**src/verilog/rx_err_pkg.sv**
```systemverilog
// Constants for the receive channel with per-entry error flags.
// Assumes a single 200 MHz clock and a plain strobe register port.
//
// Notes on behaviour
// Every FIFO entry stores a framing error bit, set when stop bit missing.
// Framing error flag is read-only, shows only the oldest entry.
// A framing error does not stop reception of later characters.
// Reading the receive buffer advances the FIFO; flags follow new head.
// Clearing the on bit empties the FIFO and clears the framing flag.
// Framing error at head with its enable raises the summary error.
// Framing error at head with its enable hides the receive flag.
// Mode 0011 checks even parity, 0010 odd; eight data plus parity bit.
// Parity error flag shows check result of the head entry.
// Parity error at head with its enable raises the summary error.
// Parity error at head with its enable hides the receive flag.
// A character completing into a full FIFO sets overflow and is dropped.
// Overflow with run-on set keeps framing the line, drops every character.
// Overflow with run-on clear stops the shifter, ignoring the line.
// Overflow ends by reading the buffer and clearing the flag in software.
// Overflow with its enable raises the summary error.
// Receive flag is set per character into the FIFO; interrupt needs enable.
// Polarity invert flips the line before start, data and stop detection.
// Software configures baud, pin, mode, polarity, on, interrupts, then enable.
// Software reads the error flags before reading the received byte.
// FIFO depth is at least two entries of data plus two error bits.
// Reset empties the FIFO and clears all flags.
package rx_err_pkg;
   // ---------------------------------------------------------------
   // Register offsets
   // ---------------------------------------------------------------
   localparam logic [3:0] ADDR_CTRL = 4'h0;
   localparam logic [3:0] ADDR_CTRL2 = 4'h1;
   localparam logic [3:0] ADDR_BAUD_LOW = 4'h2;
   localparam logic [3:0] ADDR_BAUD_HIGH = 4'h3;
   localparam logic [3:0] ADDR_ERR_FLAG = 4'h4;
   localparam logic [3:0] ADDR_ERR_IE = 4'h5;
   localparam logic [3:0] ADDR_RX_BUF = 4'h6;
   localparam logic [3:0] ADDR_INT = 4'h7;
   // ---------------------------------------------------------------
   // Field positions
   // ---------------------------------------------------------------
   // Control: mode [3:0], receiver_enable 4, on 7
   localparam int CTRL_RECEIVER_ENABLE_BIT = 4;
   localparam int CTRL_ON_BIT = 7;
   // Control two: polarity invert 2, run_on_overflow 7
   localparam int CTRL2_POL_BIT = 2;
   localparam int CTRL2_RUN_ON_OVERFLOW_BIT = 7;
   // Error flag and enable registers: overflow 1, framing 2, parity 3
   localparam int ERR_OVF_BIT = 1;
   localparam int ERR_FRM_BIT = 2;
   localparam int ERR_PAR_BIT = 3;
   // Interrupt register: receive flag 0, receive enable 1, summary 2
   localparam int INT_RXF_BIT = 0;
   localparam int INT_RXE_BIT = 1;
   // ---------------------------------------------------------------
   // Modes and reset values
   // ---------------------------------------------------------------
   localparam logic [3:0] MODE_ODD = 4'h2;
   localparam logic [3:0] MODE_EVEN = 4'h3;
   localparam logic [7:0] CTRL_RESET = 8'h00;
   localparam logic [15:0] BAUD_RESET = 16'h0000;
   localparam int FIFO_DEPTH = 2;
   localparam int PTR_W = 1;
   localparam logic [PTR_W:0] FIFO_FULL_CNT = 2'h2;
   typedef enum logic [2:0] {
      ST_IDLE = 3'b000,
      ST_START = 3'b001,
      ST_DATA = 3'b010,
      ST_PARITY = 3'b011,
      ST_STOP = 3'b100
   } rx_state_t;
endpackage : rx_err_pkg

```
**src/verilog/uart_rx_error_fifo.sv**
```systemverilog
// Receive shifter, error-tagged FIFO and register port.
// Assumes the line is asynchronous; it is synchronised here. One bit time is
// (baud divisor + 1) clocks; sampling at mid-bit.
//
// The address-and-strobe port and the placing of the registers were chosen for this implementation.
`timescale 1ns/1ps
`default_nettype none
module uart_rx_error_fifo (
   input wire logic CORE_CLK_IN,
   input wire logic RST_IN,
   input wire logic RX_LINE_IN,
   input wire logic [3:0] ADDR_IN,
   input wire logic [7:0] WDATA_IN,
   input wire logic WR_IN,
   input wire logic RD_IN,
   output logic [7:0] RDATA_OUT,
   output logic RX_IRQ_OUT,
   output logic ERR_IRQ_OUT
);
   // ---------------------------------------------------------------
   // Registers
   // ---------------------------------------------------------------
   localparam int FIFO_DEPTH = rx_err_pkg::FIFO_DEPTH;

   logic [7:0] ctrl_ff;
   logic [7:0] ctrl2_ff;
   logic [15:0] baud_ff;
   logic [3:0] err_ie_ff;
   logic rx_int_en_ff;
   logic ovf_ff;
   logic rxf_ff;
   logic sync1_ff;
   logic sync2_ff;
   logic [9:0] mem_ff [FIFO_DEPTH];
   logic [rx_err_pkg::PTR_W-1:0] wptr_ff;
   logic [rx_err_pkg::PTR_W-1:0] rptr_ff;
   logic [rx_err_pkg::PTR_W:0] cnt_ff;
   rx_err_pkg::rx_state_t state_ff;
   logic [15:0] tick_ff;
   logic [2:0] bit_ff;
   logic [7:0] shift_ff;
   logic par_bit_ff;

   wire logic on_w = ctrl_ff[rx_err_pkg::CTRL_ON_BIT];
   wire logic receiver_enable_w = ctrl_ff[rx_err_pkg::CTRL_RECEIVER_ENABLE_BIT];
   wire logic [3:0] mode_w = ctrl_ff[3:0];
   wire logic run_on_overflow_w = ctrl2_ff[rx_err_pkg::CTRL2_RUN_ON_OVERFLOW_BIT];
   wire logic line_w = sync2_ff ^ ctrl2_ff[rx_err_pkg::CTRL2_POL_BIT];
   wire logic par_mode_w = (mode_w == rx_err_pkg::MODE_EVEN) ||
                           (mode_w == rx_err_pkg::MODE_ODD);
   wire logic empty_w = (cnt_ff == '0);
   wire logic full_w = (cnt_ff == rx_err_pkg::FIFO_FULL_CNT);
   wire logic [9:0] head_w = mem_ff[rptr_ff];
   wire logic head_frm_w = !empty_w && head_w[8];
   wire logic head_par_w = !empty_w && head_w[9];
   wire logic buf_rd_w = RD_IN && (ADDR_IN == rx_err_pkg::ADDR_RX_BUF);
   wire logic pop_w = buf_rd_w && !empty_w;
   wire logic mid_w = (tick_ff == {1'b0, baud_ff[15:1]});
   wire logic end_w = (tick_ff == baud_ff);
   // Shifter halts in overflow unless run-on is chosen
   wire logic run_w = on_w && receiver_enable_w && !(ovf_ff && !run_on_overflow_w);
   wire logic done_w = (state_ff == rx_err_pkg::ST_STOP) && end_w;
   wire logic par_ok_w = ((^shift_ff) ^ par_bit_ff) ==
                         (mode_w == rx_err_pkg::MODE_ODD);
   // Every completion during overflow is dropped, full or not
   wire logic push_w = done_w && !full_w && !ovf_ff;
   wire logic drop_w = done_w && (full_w || ovf_ff);
   wire logic frm_hide_w = err_ie_ff[rx_err_pkg::ERR_FRM_BIT] && head_frm_w;
   wire logic par_hide_w = err_ie_ff[rx_err_pkg::ERR_PAR_BIT] && head_par_w;

   // ---------------------------------------------------------------
   // Line synchroniser
   // ---------------------------------------------------------------
   always_ff @(posedge CORE_CLK_IN) begin
      if (RST_IN) begin
         sync1_ff <= 1'b1;
         sync2_ff <= 1'b1;
      end else begin
         sync1_ff <= RX_LINE_IN;
         sync2_ff <= sync1_ff;
      end
   end

   // ---------------------------------------------------------------
   // Control registers
   // ---------------------------------------------------------------
   always_ff @(posedge CORE_CLK_IN) begin
      if (RST_IN) begin
         ctrl_ff <= rx_err_pkg::CTRL_RESET;
         ctrl2_ff <= rx_err_pkg::CTRL_RESET;
         baud_ff <= rx_err_pkg::BAUD_RESET;
         err_ie_ff <= 4'h0;
         rx_int_en_ff <= 1'b0;
      end else if (WR_IN) begin
         unique case (ADDR_IN)
            rx_err_pkg::ADDR_CTRL: ctrl_ff <= WDATA_IN;
            rx_err_pkg::ADDR_CTRL2: ctrl2_ff <= WDATA_IN;
            rx_err_pkg::ADDR_BAUD_LOW: baud_ff[7:0] <= WDATA_IN;
            rx_err_pkg::ADDR_BAUD_HIGH: baud_ff[15:8] <= WDATA_IN;
            rx_err_pkg::ADDR_ERR_IE: err_ie_ff <= WDATA_IN[3:0];
            rx_err_pkg::ADDR_INT: rx_int_en_ff <= WDATA_IN[rx_err_pkg::INT_RXE_BIT];
            default: ;
         endcase
      end
   end

   // ---------------------------------------------------------------
   // Receive shifter
   // ---------------------------------------------------------------
   always_ff @(posedge CORE_CLK_IN) begin
      if (RST_IN || !run_w) begin
         state_ff <= rx_err_pkg::ST_IDLE;
         tick_ff <= 16'h0000;
         bit_ff <= 3'h0;
         shift_ff <= 8'h00;
         par_bit_ff <= 1'b0;
      end else begin
         tick_ff <= (end_w || state_ff == rx_err_pkg::ST_IDLE) ? 16'h0000 : tick_ff + 16'h0001;
         unique case (state_ff)
            rx_err_pkg::ST_IDLE: begin
               if (!line_w) begin
                  state_ff <= rx_err_pkg::ST_START;
               end
            end
            rx_err_pkg::ST_START: begin
               if (mid_w) begin
                  // False start bit goes back to idle
                  state_ff <= line_w ? rx_err_pkg::ST_IDLE : rx_err_pkg::ST_DATA;
                  bit_ff <= 3'h0;
                  // Restart the count here so every later sample falls at mid-bit
                  tick_ff <= 16'h0000;
               end
            end
            rx_err_pkg::ST_DATA: begin
               if (end_w) begin
                  shift_ff <= {line_w, shift_ff[7:1]};
                  bit_ff <= bit_ff + 3'h1;
                  if (bit_ff == 3'h7) begin
                     state_ff <= par_mode_w ? rx_err_pkg::ST_PARITY : rx_err_pkg::ST_STOP;
                  end
               end
            end
            rx_err_pkg::ST_PARITY: begin
               if (end_w) begin
                  par_bit_ff <= line_w;
                  state_ff <= rx_err_pkg::ST_STOP;
               end
            end
            rx_err_pkg::ST_STOP: begin
               // Sampled one bit on from the last mid point
               if (end_w) begin
                  state_ff <= rx_err_pkg::ST_IDLE;
               end
            end
            default: state_ff <= rx_err_pkg::ST_IDLE;
         endcase
      end
   end

   // ---------------------------------------------------------------
   // FIFO
   // ---------------------------------------------------------------
   always_ff @(posedge CORE_CLK_IN) begin
      if (push_w) begin
         mem_ff[wptr_ff] <= {par_mode_w && !par_ok_w, !line_w, shift_ff};
      end
   end

   always_ff @(posedge CORE_CLK_IN) begin
      if (RST_IN || !on_w) begin // see R5
         wptr_ff <= '0;
         rptr_ff <= '0;
         cnt_ff <= '0;
      end else begin
         if (push_w) begin
            wptr_ff <= wptr_ff + 1'b1;
         end
         if (pop_w) begin
            rptr_ff <= rptr_ff + 1'b1;
         end
         cnt_ff <= cnt_ff + {1'b0, push_w} - {1'b0, pop_w};
      end
   end

   // ---------------------------------------------------------------
   // Flags; hardware set wins over a software clear
   // ---------------------------------------------------------------
   always_ff @(posedge CORE_CLK_IN) begin
      if (RST_IN) begin
         ovf_ff <= 1'b0;
      end else if (drop_w) begin
         ovf_ff <= 1'b1; // see R12
      end else if (WR_IN && ADDR_IN == rx_err_pkg::ADDR_ERR_FLAG &&
                   !WDATA_IN[rx_err_pkg::ERR_OVF_BIT]) begin
         ovf_ff <= 1'b0;
      end
   end

   always_ff @(posedge CORE_CLK_IN) begin
      if (RST_IN || !on_w) begin
         rxf_ff <= 1'b0;
      end else if (push_w) begin
         rxf_ff <= 1'b1;
      end else if (pop_w && cnt_ff == 2'h1) begin
         rxf_ff <= 1'b0;
      end
   end

   // ---------------------------------------------------------------
   // Outputs and read port
   // ---------------------------------------------------------------
   always_ff @(posedge CORE_CLK_IN) begin
      if (RST_IN) begin
         RX_IRQ_OUT <= 1'b0;
         ERR_IRQ_OUT <= 1'b0;
      end else begin
         RX_IRQ_OUT <= rxf_ff && rx_int_en_ff && !frm_hide_w && !par_hide_w;
         ERR_IRQ_OUT <= frm_hide_w || par_hide_w || // see R6
                        (err_ie_ff[rx_err_pkg::ERR_OVF_BIT] && ovf_ff);
      end
   end

   always_ff @(posedge CORE_CLK_IN) begin
      if (RST_IN) begin
         RDATA_OUT <= 8'h00;
      end else if (RD_IN) begin
         unique case (ADDR_IN)
            rx_err_pkg::ADDR_CTRL: RDATA_OUT <= ctrl_ff;
            rx_err_pkg::ADDR_CTRL2: RDATA_OUT <= ctrl2_ff;
            rx_err_pkg::ADDR_BAUD_LOW: RDATA_OUT <= baud_ff[7:0];
            rx_err_pkg::ADDR_BAUD_HIGH: RDATA_OUT <= baud_ff[15:8];
            rx_err_pkg::ADDR_ERR_FLAG: RDATA_OUT <= {4'h0, head_par_w, head_frm_w,
                                                     ovf_ff, 1'b0}; // see R2
            rx_err_pkg::ADDR_ERR_IE: RDATA_OUT <= {4'h0, err_ie_ff};
            rx_err_pkg::ADDR_RX_BUF: RDATA_OUT <= empty_w ? 8'h00 : head_w[7:0];
            rx_err_pkg::ADDR_INT: RDATA_OUT <= {5'h00, ERR_IRQ_OUT, rx_int_en_ff,
                                                rxf_ff && !frm_hide_w && !par_hide_w};
            default: RDATA_OUT <= 8'h00;
         endcase
      end else begin
         RDATA_OUT <= 8'h00;
      end
   end
endmodule : uart_rx_error_fifo
`default_nettype wire

```
**config.mk**
```make
export PLATFORM = sky130hd
export DESIGN_NAME = uart_rx_error_fifo
export DESIGN_NICKNAME = d
export VERILOG_FILES = /design/src/verilog/rx_err_pkg.sv /design/src/verilog/uart_rx_error_fifo.sv
export SDC_FILE = /design/constraint.sdc
export NUM_CORES = 1
export LEC_CHECK = 0
export BUFFER_PORTS_ARGS = -buffer_cell sky130_fd_sc_hd__buf_2
export CAP_MARGIN = 5
export CELL_PAD_IN_SITES_DETAIL_PLACEMENT = 1
export CELL_PAD_IN_SITES_GLOBAL_PLACEMENT = 1
export CORE_ASPECT_RATIO = 1.1
export CORE_MARGIN = 4
export CORE_UTILIZATION = 45
export DETAILED_ROUTE_END_ITERATION = 16
export GPL_TIMING_DRIVEN = 0
export PLACE_DENSITY_LB_ADDON = 0.1
export SLEW_MARGIN = 20
export SYNTH_ARGS = -nofsm -noshare
export SYNTH_HDL_FRONTEND = slang
export SYNTH_SLANG_ARGS = --single-unit
```
**constraint.sdc**
```tcl
create_clock -name CORE_CLK_IN -period 4.55 [get_ports CORE_CLK_IN]
set_clock_uncertainty 0.05 [all_clocks]
set_input_delay 0.6825 -clock CORE_CLK_IN [delete_from_list [all_inputs] [get_ports CORE_CLK_IN]]
set_output_delay 0.6825 -clock CORE_CLK_IN [all_outputs]
set_load 0.01 [all_outputs]
```
==> results.rst, run 1 <==
.. list-table::
   :header-rows: 1

   * - Metric
     - Value
   * - Leakage power of the design
     - 2.200 nW
   * - Ratio of cells with drive above 1 in the final layout
     - 0.1163
   * - Wirelength, routed
     - 12290 um
   * - Hold Startpoint
     - sync1_ff$_SDFF_PP1_
   * - Antenna viol nets, final
     - 0
   * - Number of cells on the worst hold path
     - 1
   * - CP max-delay cell
     - nor2_1
   * - CP Launch Type
     - register
   * - Antenna diode count
     - 0
   * - Floorplan Core Area
     - 10540 um2
   * - Clk pin slew, worst setup/hold paths
     - 0.07 ns
   * - Row count
     - 39
   * - Total number of clock tree sinks
     - 107
   * - Global-route congestion overflow total
     - 0
   * - Share of synthesized area occupied by flip-flops and latches
     - 0.4765
   * - Max Root-Sink Buffers
     - 2
   * - Final net count
     - 550
   * - Largest delay share family, worst path
     - simple AND/OR/NAND/NOR gates
   * - Total iterations of the first detailed-routing run
     - 4
   * - Largest fanout on the critical path
     - 10
   * - Clock latency at the later pin of the worst-skew pair
     - 0.35 ns
   * - Worst endpoint data arrival time
     - 3.12 ns
   * - Synthesized instance count
     - 495
   * - Final setup violating endpoints
     - 0
   * - Area grow syn2layout
     - 11.48%
   * - Yosys warning total
     - 0
   * - Async set or reset register ratio after synthesis
     - 0
   * - Post-CTS Hold Fix Bufs
     - 0
   * - Synth unique cells
     - 49
   * - Effective utilization at floorplan
     - 0.4664
   * - Number of antenna violations at the first check in global routing
     - 0
   * - Mean cell area of the mapped netlist
     - 9.931 um2
   * - Cell-by-cell listing of the critical path
     - clkbuf_1 > xnor2_1 > nand4_1 > nor4_4 > nand3_1 > nor2_1
   * - Hold Crit Endpoint
     - sync2_ff$_SDFF_PP1_
   * - Hold violation total from the final report
     - 0
   * - Worst Setup Path Type
     - reg2reg
   * - Flop pwr share
     - 0.548
   * - Reg2Reg Setup Slack
     - 1.36 ns
   * - Worst vdd ir
     - 0.2465 mV
   * - Port-buffer cells
     - 22
   * - Path category of the worst min-delay check
     - reg2reg
   * - Depth of the worst register-to-register path
     - 6
   * - Maximum number of pins on one net before global-route repair
     - 18
   * - Die Span X
     - 107.7 um
   * - # IOs
     - 27
   * - Measured slew at the worst slew-check pin
     - 0.9367 ns
   * - Buffer type at the clock tree root
     - clkbuf_16
   * - Number of maximum-capacitance violations
     - 0
   * - Dpl hpwl
     - 9281 um
   * - Tcrit/Tclk final
     - 0.7019
   * - Achievable frequency
     - 313.1 MHz
   * - Overall global routing resource usage
     - 0.2041
   * - Mapped Nets
     - 517
   * - Psw
     - 0.3946 mW
   * - Combinational cell fraction of total power
     - 0.043
   * - Crit. End Element
     - register
   * - Average vias per placed instance
     - 5.330
   * - Critical Path RT
     - 4.48 ns
   * - Power share of the clock group
     - 0.409
   * - Violation count after the first detailed-route iteration
     - 136
   * - Vias in the first global route
     - 3702
   * - Pwr Density
     - 323.7 nW/um2
   * - Final min period
     - 3.193 ns
   * - # DRC
     - 0
   * - Post-synthesis sequential element count
     - 107
   * - Worst path buffer plus inverter count
     - 1
   * - Height of the die
     - 117.6 um
   * - Primary FF master, synth
     - dfxtp_1
   * - Routability-driven placement congestion ratio
     - 0.9000
   * - First-pass GRT wire length
     - 19860 um
   * - Via count
     - 3603
   * - Internal power of the cells
     - 1.379 mW
   * - Average wire per standard cell
     - 18.17 um
   * - Final critical-path setup slack
     - 1.357 ns
   * - R2r startpoint
     - tick_ff[0]$_SDFF_PP0_
   * - Post-synth EDFFs
     - 20
   * - Status
     - complete, no violations
   * - Critical Path Max Stage Delay
     - 0.82 ns
   * - Number of max-slew violations in the final report
     - 0
   * - Combined area of all synthesized cells
     - 4916 um2
   * - Pre-CTS setup slack
     - 1.202 ns
   * - Buffers inserted by post-CTS timing repair
     - 0
   * - Number of H-tree levels
     - 3
   * - Clock buffers created by TritonCTS
     - 9
   * - Max-slew headroom at the worst pin
     - 0.3732
   * - Resize count post-CTS
     - 0
   * - Die outline area
     - 12660 um2
   * - TritonCTS clock tree
     - yes
   * - Capture point of the worst reg-to-reg path
     - mem_ff[1][7]$_DFFE_PP_
   * - Switching Fraction
     - 0.2224
   * - Fin Setup TNS
     - 0 ns
   * - Setup repair after global routing missed its margin
     - no
cell usage after synthesis (5+ instances only):
master / n / area (um2)
a21oi_1: 16 / 80.08
buf_2: 7 / 35.03
clkbuf_1: 19 / 71.32
dfxtp_1: 87 / 1742
edfxtp_1: 20 / 600.6
ha_1: 5 / 62.56
inv_1: 10 / 37.54
mux2_2: 5 / 56.30
mux2i_1: 57 / 570.6
mux4_2: 5 / 112.6
nand2_1: 16 / 60.06
nand3_1: 20 / 100.1
nand4_1: 9 / 56.30
nor2_1: 105 / 394.1
nor3_1: 5 / 25.02
xnor2_1: 46 / 402.9
xor2_1: 13 / 113.9
power groups by stage:
| stage | sequential (mW) | clock (mW) | combinational (mW) |
|---|---|---|---|
| after CTS | 0.971 | 0.738 | 0.0761 |
| after detailed placement | 0.993 | 0 | 0.0757 |
| after floorplan | 0.991 | 0 | 0.0479 |
| after global placement | 0.993 | 0 | 0.0742 |
| final | 0.971 | 0.726 | 0.0764 |
| after global routing | 0.971 | 0.783 | 0.0835 |
state kept, by name (all words and copies together), names as in the netlist, 2 cells and up, named ones only:
signal     cells
ctrl2_ff       8
cnt_ff         2
RDATA_OUT      8
tick_ff       16
mem_ff        20
bit_ff         3
baud_ff       16
err_ie_ff      4
ctrl_ff        8
shift_ff       8
state_ff       3
per-layer routing:
metal / routed length, um / GRT usage / part of all wire
met4: 208 / 0.07103 / 0.017
met1: 5470 / 0.2696 / 0.45
met3: 517 / 0.03511 / 0.042
met5: 0 / 0 / 0
met2: 6091 / 0.3351 / 0.50
per-stage QoR:
stage,cell area [um2],instances,util,power [mW],hold slack (ns)
after CTS,5480,676,0.5199,1.786,0.3769
after global placement,5205,660,0.4938,1.067,0.3450
after detailed placement,5205,660,0.4938,1.069,0.3595
after floorplan,4916,495,-,1.039,0.3395
final,5480,676,0.5199,1.774,0.3729
after global routing,5480,676,0.5199,1.838,0.3967
cell families after synthesis:
logic type               count (synthesis)  share of synthesized area
AO/OA/AOI/OAI                           34                    0.04607
XOR/XNOR                                59                     0.1051
adder cells (fa/ha/maj)                  5                    0.01273
buffers and inverters                   39                    0.03385
flip-flops                             107                     0.4765
multiplexers                            67                     0.1504
AND/OR/NAND/NOR                        184                     0.1754
final cells by class:
class / instances / area [um2]
plain buffers: 29 / 128.9
repair buffers: 22 / 110.1
clock buffers: 12 / 246.5
clock inverters: 4 / 28.78
fillers: 1221 / 5060
multi-input cells: 349 / 2407
flip-flops and latches: 107 / 2342
inverters: 10 / 37.54
well taps: 143 / 178.9
worst reg2reg max path: stages, from the launching register on:
cell,delay [ns]
dfxtp_1,0.33
clkbuf_1,0.32
xnor2_1,0.17
nand4_1,0.16
nor4_4,0.56
nand3_1,0.41
nor2_1,0.82
worst max-delay path by stage:
| stage | from | slack [ns] | cells after the start | to |
|---|---|---|---|---|
| floorplan | ADDR_IN[1] | 1.98 | 12 | cnt_ff[1]$_SDFF_PP0_ |
| global placement | tick_ff[0]$_SDFF_PP0_ | 1.38 | 6 | mem_ff[1][6]$_DFFE_PP_ |
| detailed placement | ADDR_IN[1] | 1.20 | 13 | cnt_ff[1]$_SDFF_PP0_ |
| CTS | tick_ff[0]$_SDFF_PP0_ | 1.25 | 6 | mem_ff[1][7]$_DFFE_PP_ |
| global route | tick_ff[0]$_SDFF_PP0_ | 1.08 | 6 | mem_ff[1][7]$_DFFE_PP_ |
| finish | tick_ff[0]$_SDFF_PP0_ | 1.36 | 6 | mem_ff[1][7]$_DFFE_PP_ |
placed cells by master, fill, tap and decap left out, types with 2 or more instances in the layout:
master	Yosys	routed
ha_1	5	5
nor3_1	5	5
inv_1	10	10
clkbuf_16	0	9
a22o_1	3	3
nor2_1	105	105
xor2_1	13	13
nand2_1	16	16
xnor2_1	46	46
a22oi_1	3	3
nand4b_1	3	3
nand3_1	20	20
or2_2	2	2
and2_1	2	2
nand3b_1	2	2
edfxtp_1	20	20
clkbuf_1	19	21
nor3b_1	2	2
mux2i_1	57	57
clkinvlp_4	0	2
and3_1	4	4
a211oi_1	2	2
nor2b_1	4	4
o221ai_1	2	2
buf_2	7	29
mux2_2	5	5
mux4_2	5	5
dfxtp_1	87	87
a21oi_1	16	16
nand4_1	9	9
Power figures use the tool's default switching activity.
==> run 2, diff against run 1 <==
Settings changed: ABC_AREA from default to 1.
Clock period 4.55 ns to 3 ns, I/O delays scaled along.
==> run 2 against run 1 <==
Net effect:
- first-iteration DRC count is 69% higher
- largest power group unchanged
- final cell count rose by 28%
- clock power up 97%
- critical endpoint is now mem_ff[0][6]$_DFFE_PP_
- combinational power rose by 120%
- sequential share of layout area is 2.2 points lower
- maximum frequency increased by 20%
==> results.rst, run 2 <==
.. list-table::
   :header-rows: 1

   * - Metric
     - Value
   * - Status
     - complete, no violations (unchanged)
   * - Average wire per standard cell
     - 17.25 um (was 18.17 um)
   * - Area share of the leading cell type in the synthesized netlist
     - 0.3412 (was 0.3543)
   * - Floorplan Core Area
     - 11010 um2 (was 10540 um2)
   * - Cell area reported after detailed placement
     - 5414 um2 (was 5205 um2)
   * - Area grow syn2layout
     - 13.21% (was 11.48%)
   * - Async set or reset register ratio after synthesis
     - 0 (unchanged)
   * - Effective utilization at floorplan
     - 0.4636 (was 0.4664)
   * - Wirelength, routed
     - 14870 um (was 12290 um)
   * - Measured slew at the worst slew-check pin
     - 0.9000 ns (was 0.9367 ns)
   * - Maximum number of pins on one net before global-route repair
     - 18 (unchanged)
   * - First-pass GRT wire length
     - 24030 um (was 19860 um)
   * - Row count
     - 40 (was 39)
   * - Share of synthesized area occupied by flip-flops and latches
     - 0.4588 (was 0.4765)
   * - Hold Crit Endpoint
     - sync1_ff$_SDFF_PP1_ (was sync2_ff$_SDFF_PP1_)
   * - Number of antenna violations at the first check in global routing
     - 0 (unchanged)
   * - Mapped Nets
     - 696 (was 517)
   * - Hold Startpoint
     - RX_LINE_IN (was sync1_ff$_SDFF_PP1_)
   * - Antenna diode count
     - 0 (unchanged)
   * - Clk pin slew, worst setup/hold paths
     - 0.07 ns (about the same)
   * - Pre-CTS setup slack
     - 0.3388 ns (was 1.202 ns)
   * - Hold violation total from the final report
     - 0 (unchanged)
   * - Worst vdd ir
     - 0.5357 mV (was 0.2465 mV)
   * - Vias in the first global route
     - 4635 (was 3702)
   * - Achievable frequency
     - 376.2 MHz (was 313.1 MHz)
   * - Resize count post-CTS
     - 0 (unchanged)
   * - TritonCTS clock tree
     - yes (unchanged)
   * - Number of maximum-capacitance violations
     - 0 (unchanged)
   * - Total number of clock tree sinks
     - 107 (unchanged)
   * - Average vias per placed instance
     - 5.247 (was 5.330)
   * - Post-synth EDFFs
     - 20 (unchanged)
   * - Final net count
     - 732 (was 550)
   * - Buffers inserted by post-CTS timing repair
     - 0 (unchanged)
   * - Reg2Reg Setup Slack
     - 0.34 ns (was 1.36 ns)
   * - Post-CTS Hold Fix Bufs
     - 0 (unchanged)
   * - Placed cells
     - 846 (was 660)
   * - Total iterations of the first detailed-routing run
     - 4 (unchanged)
   * - Clock buffers created by TritonCTS
     - 9 (unchanged)
   * - Height of the die
     - 119.7 um (was 117.6 um)
   * - Yosys warning total
     - 0 (unchanged)
   * - # DRC
     - 0 (unchanged)
   * - Final min period
     - 2.658 ns (was 3.193 ns)
   * - Critical Path Max Stage Delay
     - 0.69 ns (was 0.82 ns)
   * - Global-route congestion overflow total
     - 0 (unchanged)
   * - Clock latency at the later pin of the worst-skew pair
     - 0.36 ns (was 0.35 ns)
   * - Post-synthesis sequential element count
     - 107 (unchanged)
   * - Cell-by-cell listing of the critical path
     - inv_1 > nand2_1 > nand2_1 > nor2_1 > nand2_1 > nor2_4 > nand2_4 > nor3_4 > inv_2 > nor2_1 (was clkbuf_1 > xnor2_1 > nand4_1 > nor4_4 > nand3_1 > nor2_1)
   * - # IOs
     - 27 (unchanged)
   * - Worst Setup Path Type
     - reg2reg (unchanged)
   * - Ratio of cells with drive above 1 in the final layout
     - 0.1287 (was 0.1163)
   * - Tcrit/Tclk final
     - 0.8860 (was 0.7019)
   * - Port-buffer cells
     - 25 (was 22)
   * - CP max-delay cell
     - nor2_1 (unchanged)
   * - Combined area of all synthesized cells
     - 5105 um2 (was 4916 um2)
   * - Post-layout instance area
     - 5779 um2 (was 5480 um2)
   * - Buffer type at the clock tree root
     - clkbuf_16 (unchanged)
   * - Largest regs
     - mem_ff x20, baud_ff x16, tick_ff x16 (unchanged)
   * - Crit. End Element
     - register (unchanged)
   * - Die outline area
     - 13110 um2 (was 12660 um2)
   * - Max Root-Sink Buffers
     - 2 (unchanged)
   * - Minimum hold slack
     - 0.2234 ns (was 0.3729 ns)
   * - Non-filler cells in the finished layout
     - 862 (was 676)
   * - Primary FF master, synth
     - dfxtp_1 (unchanged)
   * - Routability-driven placement congestion ratio
     - 0.8651 (was 0.9000)
   * - Overall global routing resource usage
     - 0.2398 (was 0.2041)
   * - Most common cell after layout, fill and taps aside
     - nand2_1 (was nor2_1)
   * - Number of inserted filler cells in the final layout
     - 1419 (was 1221)
   * - Largest delay share family, worst path
     - simple AND/OR/NAND/NOR gates (unchanged)
   * - Synth top cells by count
     - nand2_1, dfxtp_1, inv_1 (was nor2_1, dfxtp_1, mux2i_1)
   * - Worst path buffer plus inverter count
     - 2 (was 1)
   * - Largest fanout on the critical path
     - 10 (unchanged)
   * - Total power
     - 3.070 mW (was 1.774 mW)
   * - Leakage power of the design
     - 2.272 nW (was 2.200 nW)
   * - Via count
     - 4523 (was 3603)
   * - Synthesized instance count
     - 674 (was 495)
   * - Depth of the worst register-to-register path
     - 10 (was 6)
   * - Core Util, Final
     - 0.5249 (was 0.5199)
   * - Number of flip-flops in the largest register
     - 20 (unchanged)
   * - Max-slew headroom at the worst pin
     - 0.3978 (was 0.3732)
   * - Biggest register
     - mem_ff (unchanged)
   * - Die Span X
     - 109.6 um (was 107.7 um)
   * - Synth area leader
     - dfxtp_1 (unchanged)
   * - Final critical-path setup slack
     - 0.3420 ns (was 1.357 ns)
   * - Number of max-slew violations in the final report
     - 0 (unchanged)
   * - Pwr Density
     - 531.3 nW/um2 (was 323.7 nW/um2)
   * - R2r startpoint
     - baud_ff[2]$_SDFFE_PP0P_ (was tick_ff[0]$_SDFF_PP0_)
   * - Final setup violating endpoints
     - 0 (unchanged)
   * - Number of cells on the worst hold path
     - 2 (was 1)
   * - Cells taking the most area after synthesis
     - dfxtp_1, nand2_1, edfxtp_1 (was dfxtp_1, edfxtp_1, mux2i_1)
   * - Synth unique cells
     - 44 (was 49)
   * - Violation count after the first detailed-route iteration
     - 230 (was 136)
   * - Most used standard cell by instance count after synthesis
     - nand2_1 (was nor2_1)
   * - Capture point of the worst reg-to-reg path
     - mem_ff[0][6]$_DFFE_PP_ (was mem_ff[1][7]$_DFFE_PP_)
   * - Mean cell area of the mapped netlist
     - 7.574 um2 (was 9.931 um2)
   * - Path category of the worst min-delay check
     - in2reg (was reg2reg)
   * - Number of H-tree levels
     - 3 (unchanged)
   * - Worst endpoint data arrival time
     - 2.60 ns (was 3.12 ns)
   * - Setup repair after global routing missed its margin
     - no (unchanged)
   * - Dpl hpwl
     - 11110 um (was 9281 um)
   * - Most frequent cells in the layout
     - nand2_1, dfxtp_1, inv_1 (was nor2_1, dfxtp_1, mux2i_1)
   * - Antenna viol nets, final
     - 0 (unchanged)
   * - CP Launch Type
     - register (unchanged)
   * - Cell with the most instances on the worst path
     - nand2_1
   * - Fin Setup TNS
     - 0 ns (unchanged)
   * - Critical Path RT
     - 2.94 ns (was 4.48 ns)
-- run 2: changes by cell type after synthesis, moves of 6 or more --
cell / before / now
mux2i_1: 57 / 0
nor2_2: 0 / 12
clkbuf_1: 19 / 6
nand2_1: 16 / 174
inv_1: 10 / 75
a221oi_1: 1 / 7
xnor2_1: 46 / 8
inv_2: 0 / 11
a21oi_1: 16 / 61
o22ai_1: 1 / 13
o21ai_0: 1 / 35
nor2_1: 105 / 62
-- run 2: layer usage --
| layer | global-route usage | vias to the layer above | share of wire |
|---|---|---|---|
| met2 | 0.4294 | 58 | 0.53 |
| met4 | 0.07716 | 0 | 0.023 |
| met5 | 0 | - | 0 |
| met3 | 0.04841 | 28 | 0.023 |
| li1 | - | 2252 | - |
| met1 | 0.2821 | 2185 | 0.42 |
-- run 2: worst max path at each step --
stage	start	to	slack [ns]	cells past startpoint
final	baud_ff[2]$_SDFFE_PP0P_	mem_ff[0][6]$_DFFE_PP_	0.34	10
after global routing	baud_ff[2]$_SDFFE_PP0P_	mem_ff[0][9]$_DFFE_PP_	0.15	10
after CTS	baud_ff[2]$_SDFFE_PP0P_	mem_ff[0][6]$_DFFE_PP_	0.31	10
after detailed placement	tick_ff[0]$_SDFF_PP0_	mem_ff[0][6]$_DFFE_PP_	0.34	10
after global placement	tick_ff[0]$_SDFF_PP0_	mem_ff[0][6]$_DFFE_PP_	0.41	10
after floorplan	tick_ff[5]$_SDFF_PP0_	cnt_ff[1]$_SDFF_PP0_	0.85	13
-- run 2: where the power goes --
| part | internal [mW] | switching (mW) |
|---|---|---|
| Sequential | 1.47 | 0.00767 |
| Clock | 0.858 | 0.570 |
| Combinational | 0.0435 | 0.122 |
-- run 2: layout make-up --
type	count	area, um2	share of cell area
clock buffers	12	289.0	0.05001
inverters	89	337.8	0.05845
repair buffers	25	125.1	0.02165
flip-flops and latches	107	2342	0.4053
well taps	147	183.9	0.03183
plain buffers	14	72.57	0.01256
multi-input cells	464	2352	0.4070
clock inverters	4	76.32	0.01321
-- run 2: logic make-up after synthesis --
family / synth area share
XOR/XNOR: 0.04289
flip-flops: 0.4588
adder cells (fa/ha/maj): 0.01225
buffers and inverters: 0.08039
AND/OR/NAND/NOR: 0.2615
AO/OA/AOI/OAI: 0.1441
